`config.mk`:
```
export PLATFORM = sky130hd
export DESIGN_NAME = msv_bank
export DESIGN_NICKNAME = d
export VERILOG_FILES = /design/src/rtl/msv_bank.v /design/src/rtl/msv_countdown.v /design/src/rtl/msv_ms_tick.v
export VERILOG_INCLUDE_DIRS = /design/src /design/src/include
export SDC_FILE = /design/constraint.sdc
export NUM_CORES = 1
export LEC_CHECK = 0
export BUFFER_PORTS_ARGS = -buffer_cell sky130_fd_sc_hd__buf_2
export CAP_MARGIN = 25
export CORE_ASPECT_RATIO = 0.5
export CORE_MARGIN = 5
export CORE_UTILIZATION = 46
export CTS_BUF_LIST = sky130_fd_sc_hd__clkbuf_8 sky130_fd_sc_hd__clkbuf_16
export CTS_CLUSTER_SIZE = 8
export DETAILED_ROUTE_END_ITERATION = 12
export PLACE_DENSITY = 0.73
export SLEW_MARGIN = 0
export SYNTH_ARGS = -nofsm -noshare
export SYNTH_HDL_FRONTEND = slang
export SYNTH_SLANG_ARGS = --single-unit
export TNS_END_PERCENT = 50
```
`constraint.sdc`:
```
create_clock -name pclk -period 3.1 [get_ports pclk]
set_input_delay 0.465 -clock pclk [delete_from_list [all_inputs] [get_ports pclk]]
set_output_delay 0.465 -clock pclk [all_outputs]
set_load 0.01 [all_outputs]
```
`src/include/msv_map.vh`:
```
// How it works
// - writes retained and drive machine parameters
// - every variable is 32-bit signed
// - workpiece count increments on program end
// - machining time read-only, milliseconds
// - actual spindle speed read-only rpm
// - speed command loads programmed speed
// - tool command loads target tool, offset
// - tool change done loads current tool
// - G/M key in auto stores 71/77
// - other write, X key, auto entry clear
// - timers decrement per ms in auto
// - encoder position read-only, 0 to 4xlines
// - branch key reads 71, 77 or 0
`ifndef MSV_MAP_VH
`define MSV_MAP_VH
`define MSV_OFS_WORKPIECE_COUNT 12'h000
`define MSV_OFS_MACHINING_TIME 12'h004
`define MSV_OFS_SPEED_ACTUAL 12'h008
`define MSV_OFS_SPEED_PROGRAMMED 12'h00c
`define MSV_OFS_TARGET_TOOL_NUMBER 12'h010
`define MSV_OFS_TARGET_TOOL_OFFSET 12'h014
`define MSV_OFS_CURRENT_TOOL_NUMBER 12'h018
`define MSV_OFS_CURRENT_TOOL_OFFSET 12'h01c
`define MSV_OFS_BRANCH_KEY 12'h020
`define MSV_OFS_TIMER_A 12'h024
`define MSV_OFS_TIMER_B 12'h028
`define MSV_OFS_ENCODER_POSITION 12'h02c
`define MSV_OFS_TIME_CONTROL 12'h030
`define MSV_KEY_G 32'h00000047
`define MSV_KEY_M 32'h0000004d
`define MSV_OFFSET_MAX 32'h00000040
`define MSV_TIMER_MAX 32'h05f5e0ff
`define MSV_TICK_MS 16'h0001
`define MSV_CLK_KHZ 16'h9c40
`define MSV_TICK_CYCLES (`MSV_TICK_MS * `MSV_CLK_KHZ)
`define MSV_CTL_RUN_BIT 0
`define MSV_CTL_CLEAR_BIT 1
`endif

```
`src/rtl/msv_bank.v`:
```
// Decided for this implementation: register access over APB and the address map.
`timescale 1ns/1ps
`default_nettype none
`include "msv_map.vh"
module msv_bank (
    // apb slave
    input wire pclk,
    input wire presetn,
    input wire psel,
    input wire penable,
    input wire pwrite,
    input wire [11:0] paddr,
    input wire [31:0] pwdata,
    output wire pready,
    output reg [31:0] prdata,
    output wire pslverr,
    // machine mode and operator keys (one-cycle pulses)
    input wire auto_mode,
    input wire key_g,
    input wire key_m,
    input wire key_x,
    // program interpreter events (one-cycle pulses)
    input wire program_end,
    input wire speed_cmd,
    input wire [31:0] speed_cmd_value,
    input wire tool_cmd,
    input wire [31:0] tool_cmd_number,
    input wire [31:0] tool_cmd_offset,
    input wire tool_change_done,
    input wire [31:0] tool_done_number,
    input wire [31:0] tool_done_offset,
    // measured spindle values
    input wire [31:0] spindle_rpm,
    input wire [31:0] encoder_count,
    input wire [31:0] encoder_line_count_setting,
    // machine parameter outputs driven by writes
    output reg [31:0] workpiece_count,
    output reg [31:0] target_tool_number,
    output reg [31:0] target_tool_offset,
    output reg [31:0] operator_branch_key,
    output reg param_write
);

////////////////////////////////////////////////////////////////////////
// apb decode; zero wait states, unmapped offsets answer with pslverr

// access phase strobe; a write lands on the edge that ends the access
wire wr_en = psel && penable && pwrite;
// reads are captured in the setup cycle so prdata is settled for the access edge
wire rd_setup = psel && !penable && !pwrite;
reg mapped;
// every word is a flop or a live input, so no wait state is ever needed
assign pready = 1'b1;
// only unmapped offsets err; writes to read-only words are dropped quietly
assign pslverr = psel && penable && !mapped;

// address decode
// the time control word lives only here; it drives no machine parameter
always @*
begin
    case (paddr)
        `MSV_OFS_WORKPIECE_COUNT, `MSV_OFS_MACHINING_TIME,
        `MSV_OFS_SPEED_ACTUAL, `MSV_OFS_SPEED_PROGRAMMED,
        `MSV_OFS_TARGET_TOOL_NUMBER, `MSV_OFS_TARGET_TOOL_OFFSET,
        `MSV_OFS_CURRENT_TOOL_NUMBER, `MSV_OFS_CURRENT_TOOL_OFFSET,
        `MSV_OFS_BRANCH_KEY, `MSV_OFS_TIMER_A, `MSV_OFS_TIMER_B,
        `MSV_OFS_ENCODER_POSITION, `MSV_OFS_TIME_CONTROL:
            mapped = 1'b1;
        default:
            mapped = 1'b0;
    endcase
end

// per-register write strobes
wire wr_count = wr_en && paddr == `MSV_OFS_WORKPIECE_COUNT;
wire wr_ttool = wr_en && paddr == `MSV_OFS_TARGET_TOOL_NUMBER;
wire wr_toff = wr_en && paddr == `MSV_OFS_TARGET_TOOL_OFFSET;
wire wr_key = wr_en && paddr == `MSV_OFS_BRANCH_KEY;
wire wr_ta = wr_en && paddr == `MSV_OFS_TIMER_A;
wire wr_tb = wr_en && paddr == `MSV_OFS_TIMER_B;
// wr_ctl has no machine parameter behind it, so it raises no param_write
wire wr_ctl = wr_en && paddr == `MSV_OFS_TIME_CONTROL;

////////////////////////////////////////////////////////////////////////
// shared tick and timers

wire tick_ms;
wire [31:0] timer_a;
wire [31:0] timer_b;
reg auto_q;
// auto_q resets low, so auto held through reset counts as an entry
wire auto_entry = auto_mode && !auto_q;

// one shared tick keeps timers and machining time in step
msv_ms_tick u_tick (
    .pclk(pclk),
    .presetn(presetn),
    .tick_ms(tick_ms)
);

// values above the limit saturate, negatives load zero
// software gets no error for an out-of-range load; it reads the clamped value
function [31:0] clamp_timer;
    input [31:0] v;
    begin
        if (v[31])
            clamp_timer = 32'h00000000;
        else if (v > `MSV_TIMER_MAX)
            clamp_timer = `MSV_TIMER_MAX;
        else
            clamp_timer = v;
    end
endfunction

// offset number held inside 0..64
function [31:0] clamp_offset;
    input [31:0] v;
    begin
        if (v[31])
            clamp_offset = 32'h00000000;
        else if (v > `MSV_OFFSET_MAX)
            clamp_offset = `MSV_OFFSET_MAX;
        else
            clamp_offset = v;
    end
endfunction

// two independent timers
// one instance per timer; they share only the tick, auto_mode and the write data
genvar gi;
generate
    for (gi = 0; gi < 2; gi = gi + 1)
    begin : g_timer
        wire [31:0] tv;
        msv_countdown u_cd (
            .pclk(pclk),
            .presetn(presetn),
            .tick_ms(tick_ms),
            .auto_mode(auto_mode),
            .load(gi == 0 ? wr_ta : wr_tb),
            .load_value(clamp_timer(pwdata)),
            .value(tv)
        );
    end
endgenerate
assign timer_a = g_timer[0].tv;
assign timer_b = g_timer[1].tv;

////////////////////////////////////////////////////////////////////////
// machining time counter with run/clear control

// machining time and its run control
reg [31:0] mach_time_q;
reg time_run_q;
// clear is a one-shot command bit; it is never stored and reads back as zero
wire time_clear = wr_ctl && pwdata[`MSV_CTL_CLEAR_BIT];

// run bit of the time control word, read back at bit 0
always @(posedge pclk or negedge presetn)
begin
    if (!presetn)
        time_run_q <= 1'b0;
    else if (wr_ctl)
        time_run_q <= pwdata[`MSV_CTL_RUN_BIT];
end

// ms count while running; clear control wins over the tick
// same tick as the timers, so both age at one rate
// wraps after about 49 days of run time; no saturation
always @(posedge pclk or negedge presetn)
begin
    if (!presetn)
        mach_time_q <= 32'h00000000;
    else if (time_clear)
        mach_time_q <= 32'h00000000;
    else if (time_run_q && tick_ms)
        mach_time_q <= mach_time_q + 32'h00000001;
end

////////////////////////////////////////////////////////////////////////
// read/write variables

// auto mode edge detect
// auto_mode is taken as synchronous, so one flop is enough
always @(posedge pclk or negedge presetn)
begin
    if (!presetn)
        auto_q <= 1'b0;
    else
        auto_q <= auto_mode;
end

// program end increments; the event beats a same-cycle write
// a write on the same edge as an end is lost; the machine count is the truth
always @(posedge pclk or negedge presetn)
begin
    if (!presetn)
        workpiece_count <= 32'h00000000;
    else if (program_end)
        workpiece_count <= workpiece_count + 32'h00000001;
    else if (wr_count)
        workpiece_count <= pwdata;
end

// tool command loads target number, machine event over software
// number is not range checked; the turret decides what is legal
always @(posedge pclk or negedge presetn)
begin
    if (!presetn)
        target_tool_number <= 32'h00000000;
    else if (tool_cmd)
        target_tool_number <= tool_cmd_number;
    else if (wr_ttool)
        target_tool_number <= pwdata;
end

// target offset held inside 0..64 on either path
always @(posedge pclk or negedge presetn)
begin
    if (!presetn)
        target_tool_offset <= 32'h00000000;
    else if (tool_cmd)
        target_tool_offset <= clamp_offset(tool_cmd_offset);
    else if (wr_toff)
        target_tool_offset <= clamp_offset(pwdata);
end

// G and M keys count only in auto; outside it a press is dropped, not queued; X clears in any mode
wire press_g = auto_mode && key_g;
wire press_m = auto_mode && key_m;
wire key_clear = key_x || auto_entry;
// a written 71 or 77 is stored as written; any other value clears
wire key_code_ok = pwdata == `MSV_KEY_G || pwdata == `MSV_KEY_M;

// key capture in auto; clears; key press wins over clears
always @(posedge pclk or negedge presetn)
begin
    if (!presetn)
        operator_branch_key <= 32'h00000000;
    else if (press_g)
        operator_branch_key <= `MSV_KEY_G;
    else if (press_m)
        operator_branch_key <= `MSV_KEY_M;
    else if (key_clear)
        operator_branch_key <= 32'h00000000;
    // only 71, 77 or zero held
    else if (wr_key)
        operator_branch_key <= key_code_ok ? pwdata : 32'h00000000;
end

// one-cycle strobe tells the machine a parameter changed
// registered, so the machine sees the strobe one cycle after the write edge
always @(posedge pclk or negedge presetn)
begin
    if (!presetn)
        param_write <= 1'b0;
    else
        param_write <= wr_count || wr_ttool || wr_toff || wr_key || wr_ta || wr_tb;
end

////////////////////////////////////////////////////////////////////////
// read-only records

// records of machine events, never written by software
reg [31:0] speed_prog_q;
reg [31:0] cur_tool_q;
reg [31:0] cur_off_q;

always @(posedge pclk or negedge presetn)
begin
    if (!presetn)
        speed_prog_q <= 32'h00000000;
    else if (speed_cmd)
        speed_prog_q <= speed_cmd_value;
end

// tool change record; number and offset move together
always @(posedge pclk or negedge presetn)
begin
    if (!presetn)
    begin
        cur_tool_q <= 32'h00000000;
        cur_off_q <= 32'h00000000;
    end
    else if (tool_change_done)
    begin
        cur_tool_q <= tool_done_number;
        cur_off_q <= clamp_offset(tool_done_offset);
    end
end

// encoder held within 0..4x line count; limit is a shift
// four counts per line from quadrature; settings of 2^30 and above lose their top bits
wire [31:0] enc_limit = {encoder_line_count_setting[29:0], 2'b00};
// a count past the limit is a glitch or a stale setting; show the limit, not a wrap
wire [31:0] enc_pos = encoder_count > enc_limit ? enc_limit : encoder_count;

////////////////////////////////////////////////////////////////////////
// read mux; all words 32-bit signed, passed unchanged
// read-only words ignore writes, so a read shows what the machine holds

reg [31:0] rd_word_d;

// next read word for the offset on the bus
always @*
begin
    case (paddr)
        `MSV_OFS_WORKPIECE_COUNT: rd_word_d = workpiece_count;
        `MSV_OFS_MACHINING_TIME: rd_word_d = mach_time_q;
        `MSV_OFS_SPEED_ACTUAL: rd_word_d = spindle_rpm;
        `MSV_OFS_SPEED_PROGRAMMED: rd_word_d = speed_prog_q;
        `MSV_OFS_TARGET_TOOL_NUMBER: rd_word_d = target_tool_number;
        `MSV_OFS_TARGET_TOOL_OFFSET: rd_word_d = target_tool_offset;
        `MSV_OFS_CURRENT_TOOL_NUMBER: rd_word_d = cur_tool_q;
        `MSV_OFS_CURRENT_TOOL_OFFSET: rd_word_d = cur_off_q;
        `MSV_OFS_BRANCH_KEY: rd_word_d = operator_branch_key;
        `MSV_OFS_TIMER_A: rd_word_d = timer_a;
        `MSV_OFS_TIMER_B: rd_word_d = timer_b;
        `MSV_OFS_ENCODER_POSITION: rd_word_d = enc_pos;
        `MSV_OFS_TIME_CONTROL: rd_word_d = {31'h00000000, time_run_q};
        default: rd_word_d = 32'h00000000;
    endcase
end

// capture in the setup cycle; the word stands until the next read setup
always @(posedge pclk or negedge presetn)
begin
    if (!presetn)
        prdata <= 32'h00000000;
    else if (rd_setup)
        prdata <= rd_word_d;
end

endmodule
`default_nettype wire

```
`src/rtl/msv_countdown.v`:
```
`timescale 1ns/1ps
`default_nettype none
`include "msv_map.vh"
module msv_countdown (
    // clock and reset
    input wire pclk,
    input wire presetn,
    // control
    input wire tick_ms,
    input wire auto_mode,
    input wire load,
    input wire [31:0] load_value,
    // state
    output reg [31:0] value
);
// decrement in auto; load has priority over the tick
always @(posedge pclk or negedge presetn)
begin
    if (!presetn)
        value <= 32'h00000000;
    else if (load)
        value <= load_value;
    else if (auto_mode && tick_ms && value != 32'h00000000)
        value <= value - 32'h00000001;
end
endmodule
`default_nettype wire

```
`src/rtl/msv_ms_tick.v`:
```
`timescale 1ns/1ps
`default_nettype none
`include "msv_map.vh"
module msv_ms_tick #(
    parameter [15:0] TICK_CYCLES = `MSV_TICK_CYCLES
) (
    // clock and reset
    input wire pclk,
    input wire presetn,
    // one-cycle pulse every millisecond
    output reg tick_ms
);
reg [15:0] count_q;
always @(posedge pclk or negedge presetn)
begin
    if (!presetn)
    begin
        count_q <= 16'h0000;
        tick_ms <= 1'b0;
    end
    else if (count_q == TICK_CYCLES - 16'h0001)
    begin
        count_q <= 16'h0000;
        tick_ms <= 1'b1;
    end
    else
    begin
        count_q <= count_q + 16'h0001;
        tick_ms <= 1'b0;
    end
end
endmodule
`default_nettype wire

```
[Yosys cells after proc, flatten, opt, wreduce, memory -nomap -nowiden]
Memories as Yosys holds them, arrays and structs flattened.
Index checks and enable logic that the tools add are counted.
Word-level totals
  flip-flop bits (word level): 372
  ROM bits: 64
  bits of input ports: 313
  logic and storage cells: 114
  memories kept: 1
Operators by class
  add/subtract/negate cells: 5
  order comparisons: 5
  equal/unequal tests: 15
  multiplexer cells: 30
  reductions and logical operators: 42
Memories
  (no name shown): depth 64, width 1, read ports 1, clocked after Yosys merged registers in 0, write ports 0, RTL line msv_bank.v:61  | case (paddr)
Operator list (number)
  $mux W32: 19
  $pmux W32 S13: 1
  $mux W31: 7
  $gt A32 B7 Y1 const B: 3
  $add A32 B1 Y32 const B: 2
  $eq A32 B7 Y1 const B: 2
  $reduce_bool A32 Y1: 2
  $sub A32 B1 Y32 const B: 2
  $eq A12 B6 Y1 const B: 5
  $eq A12 B5 Y1 const B: 4
  $gt A32 B27 Y1 const B: 1
  $gt A32 B32 Y1: 1
  $eq A12 B4 Y1 const B: 2
  $logic_and A1 B1 Y1: 20
  $add A16 B1 Y16 const B: 1
  $eq A16 B16 Y1 const B: 1
  $mux W16: 1
  $eq A12 B3 Y1 const B: 1
  $logic_not A12 Y1: 1
  $reduce_bool A2 Y1: 6
  $logic_or A1 B1 Y1: 7
  $logic_not A6 Y1: 1
  $logic_not A1 Y1: 4
  $reduce_bool A4 Y1: 1
  $mux W1: 2

[Longest topological paths before layout]
  depth after elaboration: 8
  depth in mapped cells: 10
  mapped depth without buffers: 8

[By module]
Synthesis repeated with hierarchy kept, for this count alone.
Second synthesis, totals
  cells, all modules: 2190
  area total of the unflattened synthesis: 20758.7 µm²
Modules (own cells, without submodules)
  msv_bank: instances 1, cells an instance 1658, area each 15996.6 µm², sequential area each 7231.9 µm²
  msv_countdown: instances 2, cells an instance 231, area each 1996.9 µm², sequential area each 800.8 µm²
  msv_ms_tick: instances 1, cells an instance 70, area each 768.2 µm², sequential area each 425.4 µm²

[Worst setup path before layout]
OpenSTA, ideal clock, no wires.
  path type: input port to flip-flop
  start point: in paddr[9]
  end point: reg workpiece_count[22]
  library setup time: 119 ps
  arrival time: 2498 ps
  data required time: 2981 ps
  setup slack: 484 ps
  cell stages on the path: 9
  cells stage by stage: or4_1 clkbuf_1 buf_2 nor4_4 and3_1 buf_4 buf_2 a21oi_1 o21a_1
On the way
  cells in the longest elaborated chain, start to end: 3
Ends and longest elaborated chain
  start: declaration: RTL line msv_bank.v:12  | input wire [11:0] paddr,
  $logic_not A12 Y1
  $logic_and A1 B1 Y1 (no line)
  $reduce_bool A2 Y1 (no line)
  end signal: assignment: RTL line msv_bank.v:200  | workpiece_count <= workpiece_count + 32'h00000001;
  end signal: assignment: RTL line msv_bank.v:202  | workpiece_count <= pwdata;
  end: declaration: RTL line msv_bank.v:37  | output reg [31:0] workpiece_count,
No other way between the ends.
A chain may end at the register's enable or synchronous reset.

[Final worst setup path]
  start point: reg g_timer[0].u_cd.value[2]
  end point: reg g_timer[0].u_cd.value[28]
On the way
  cells in the longest elaborated chain, start to end: 3
  elaborated cells between the ends (all ways): 6
  those cells by class: add/sub (1); mux (2); reduce/logical (3)
Ends and longest elaborated chain
  start: declaration: RTL line msv_countdown.v:14  | output reg [31:0] value
  start signal: assignment: RTL line msv_countdown.v:22  | value <= load_value;
  start signal: assignment: RTL line msv_countdown.v:24  | value <= value - 32'h00000001;
  $sub A32 B1 Y32 / $reduce_bool A32 Y1 (equally long branches): RTL line msv_countdown.v:24, msv_countdown.v:23
  $mux W32 / $logic_and A1 B1 Y1 (equally long branches): RTL line msv_countdown.v:23  | else if (auto_mode && tick_ms && value != 32'h00000000)
  $mux W32 / $reduce_bool A2 Y1 (equally long branches)
Parallel ways exist; a longest one is shown, timed or not. The select of a mux whose other input is x is not followed.

==> impl_results.md <==
* Status: complete, no violations
* CTS root buf: clkbuf_16
* CTS Hold Bufs at 1
* Core box area at 43510 um^2
* Async set or reset register ratio after synthesis at 100.0%
* CP Class: register to register
* Type of destination of the critical path: register
* Netlist cell types at 88
* Row cnt at 54
* Reg2reg path depth at 6
* Yosys reg bits at 370
* Die footprint at 48470 um^2
* Hold WC Path Type: primary input to register
* Via count at 20570
* Post-DP Area at 23880 um^2
* GP Congestion at 1.024
* Final Max Slew Viols at 0
* Crit Path Max Fanout at 6
* Die Y at 158.2 um
* Post-CTS resize count at 0
* CTS tree: yes
* Initial antenna violation count at 12
* Leakage at 11.39 nW
* H-tree levels at 2
* Number of flops mapped to enable cells by yosys at 0
* Clock Latency Late Sink at 590 ps
* Filler Cell Count at 3842
* DR DRC count at 0
* Vias in the first global route at 19430
* Avg Inst Size Synth at 9.645 um^2
* Post-Syn Area at 20210 um^2
* WL final at 91300 um
* Accumulated negative setup slack at 0 ps
* Num CTS Buffers at 52
* Hold Vio Cnt, Final at 0
* Predominant post-synthesis flop cell: dfrtp_1
* Syn-to-layout area delta at 24.97%
* Slew @ Worst Pin at 1024 ps
* FMAX at 355.9 MHz
* Final setup fails at 0
* Crit path cell chain: or4_4 -> or3_4 -> a2111oi_4 -> nand3_2 -> or3_1 -> a21oi_1
* Slowest stage delay, CP at 630 ps
* CP endpoint: g_timer[0].u_cd.value[28]
* Routed len/inst at 28.76 um
* Placed cells at 3108
* Slew headroom at 31.12%
* Final non-filler cell total at 3175
* Ports at 476
* Port Buffers at 471
* Max VDD drop at 0.3862 mV
* First-pass GRT wire length at 130800 um
* Post-route cell area at 25250 um^2
* Footprint of the multi-input gates at 10190 um^2
* NumNets Final at 2923
* Die X at 306.4 um
* R2r setup slk at 290 ps
* Number of max-cap violations at 0
* Sequential cell area at 9259 um^2
* CP Data Required Time at 3610 ps
* Largest net degree at the start of global routing at 63
* Crit path buffers/inverters at 0
* Critical path depth in cells at 6
* Starting Density at 46.44%
* RSZ-0062 raised after global routing: no
* Crit path max-delay cell type: a2111oi_4
* Reg2Reg Launch Point: g_timer[0].u_cd.value[2]
* CTS max path bufs at 3
* PwrDens at 470.4 nW/um^2
* Sequential area share after synthesis at 45.82%
* FF-to-FF End: g_timer[0].u_cd.value[28]
* Drt initial violations at 3252
* Worst-path clk slew at 50 ps
* Synth Instances at 2095
* Post-detail-place hpwl at 70480 um
* Syn nets at 2443
* Ys Warns at 0
* Power Total at 11.88 mW
* Post-CTS Setup Bufs at 0
* Share of layout cells above drive strength 1 at 28.44%
* Worst clock skew at 26.89 ps
* Vias/cell at 6.478
* GRT overflow at 0
* All-Layer GR Usage at 36.36%
* Minimum clock period at 2810 ps
* Final period utilization at 90.63%
* Clock sinks at 370
* WP data arrival at 3320 ps
* Post-route ant nets at 0
* Crit. Startpoint: g_timer[0].u_cd.value[2]
* Top Family by Delay on Critical Path: simple AND/OR/NAND/NOR gates
* Pre-antenna DRT Iters at 8
* Startpoint types: register
## worst min-delay path: cells and delay by family
kind	cells	cell delay, ps
buf+inv	1	70
compound gates	1	60
simple gates	1	40
## sequential cells by signal, summed over array words and instances (netlist names)
name,flops
auto_q,1
cur_off_q,31
cur_tool_q,32
g_timer.u_cd.value,64
mach_time_q,32
operator_branch_key,32
param_write,1
prdata,32
speed_prog_q,32
target_tool_number,32
target_tool_offset,31
time_run_q,1
u_tick.count_q,16
u_tick.tick_ms,1
workpiece_count,32
## Yosys cell counts (9+ instances only)
cell type / n / area share (%)
a211oi_1: 11 / 0.41
a21oi_1: 72 / 1.8
a222oi_1: 31 / 1.5
a22o_1: 15 / 0.65
a22oi_1: 96 / 3.6
a31oi_1: 18 / 0.56
and2_1: 62 / 1.9
and3_1: 23 / 0.71
and4_1: 17 / 0.74
buf_1: 9 / 0.17
buf_2: 19 / 0.47
clkbuf_1: 103 / 1.9
dfrtp_1: 370 / 46
ha_1: 35 / 2.2
inv_1: 79 / 1.5
mux2_2: 69 / 3.8
mux2i_1: 39 / 1.9
nand2_1: 164 / 3.0
nand3_1: 117 / 2.9
nand4_1: 67 / 2.1
nor2_1: 113 / 2.1
nor2b_1: 30 / 0.93
nor3_1: 39 / 0.97
nor4_1: 42 / 1.3
nor4_2: 9 / 0.56
o211ai_1: 52 / 1.9
o21ai_0: 100 / 2.5
o21ai_1: 16 / 0.40
o22ai_1: 30 / 0.93
or3_1: 13 / 0.40
or4_1: 14 / 0.52
xnor2_1: 58 / 2.5
xor2_1: 44 / 1.9
## metal layers
metal | part of all wire, % | vias up | global-route usage [%] | routed length [um]
met5 | 0.020 | - | 0.5814 | 18
met4 | 4.8 | 4 | 13.73 | 4409
met3 | 14 | 290 | 14.05 | 13100
met2 | 43 | 1483 | 54.06 | 39500
met1 | 38 | 10050 | 48.52 | 34270
li1 | - | 8737 | - | -
## power by group
part           switching [mW]  total [mW]  leakage (nW)  internal, mW
logic                   0.884        1.45          6.09         0.563
registers               0.267        5.33          4.65          5.07
clock network            2.17        5.10         0.658          2.93
total                    3.32        11.9          11.4          8.56
## cell usage in the layout (no fill, tap or decap), drive strengths merged, types with 31 or more instances in the layout
cell type / count
ha: 35
mux2: 69
o21ai: 116
nand3: 118
dfrtp: 370
a21oi: 72
buf: 565
clkbuf: 52
nor3: 41
inv: 81
xnor2: 58
nand4: 67
xor2: 44
a222oi: 31
o211ai: 52
a22oi: 96
and2: 63
nor4: 52
nor2: 114
nand2: 164
mux2i: 39
## how the worst min path moves through the flow
stage / start / end / slack, ps / cells after the start
final: tool_cmd_number[2] / target_tool_number[2] / 90 / 3
after global routing: tool_done_number[13] / cur_tool_q[13] / 110 / 2
after CTS: tool_cmd_number[5] / target_tool_number[5] / 80 / 3
after detailed placement: presetn / param_write / 450 / 1
after global placement: presetn / param_write / 450 / 1
after floorplan: presetn / auto_q / 170 / 0
## cell type report
type,instances,area share [%]
multi-input combinational,1506,40.36
sequential,370,36.66
timing repair buffer,566,13.50
clock buffer,52,5.153
tap,588,2.913
inverter,79,1.174
clock inverter,4,0.1437
antenna,10,0.09909
## stage by stage
step,utilization [%],hold WS (ps),worst slack (ps)
2_1_floorplan,-,169.4,483.5
3_3_place_gp,54.88,447.7,115.9
3_5_place_dp,54.88,450.4,21.03
4_1_cts,57.98,78.84,315.6
5_1_grt,58.03,111.2,222.4
6_report,58.04,94.46,290.5
## cell families (layout without fill, tap and decap cells)
family	after synthesis	count (layout)	share of synthesized area, %
and+or+nand+nor	758	758	20.26
AOI/OAI and AO/OA	501	501	17.07
DFF	370	370	45.82
buffers and inverters	219	701	4.452
muxes	108	108	5.777
xor gates and xnor gates	102	102	4.421
adders and majority gates	35	35	2.167
other	2	12	0.03717
No activity file was read; power rests on OpenSTA's default activity.
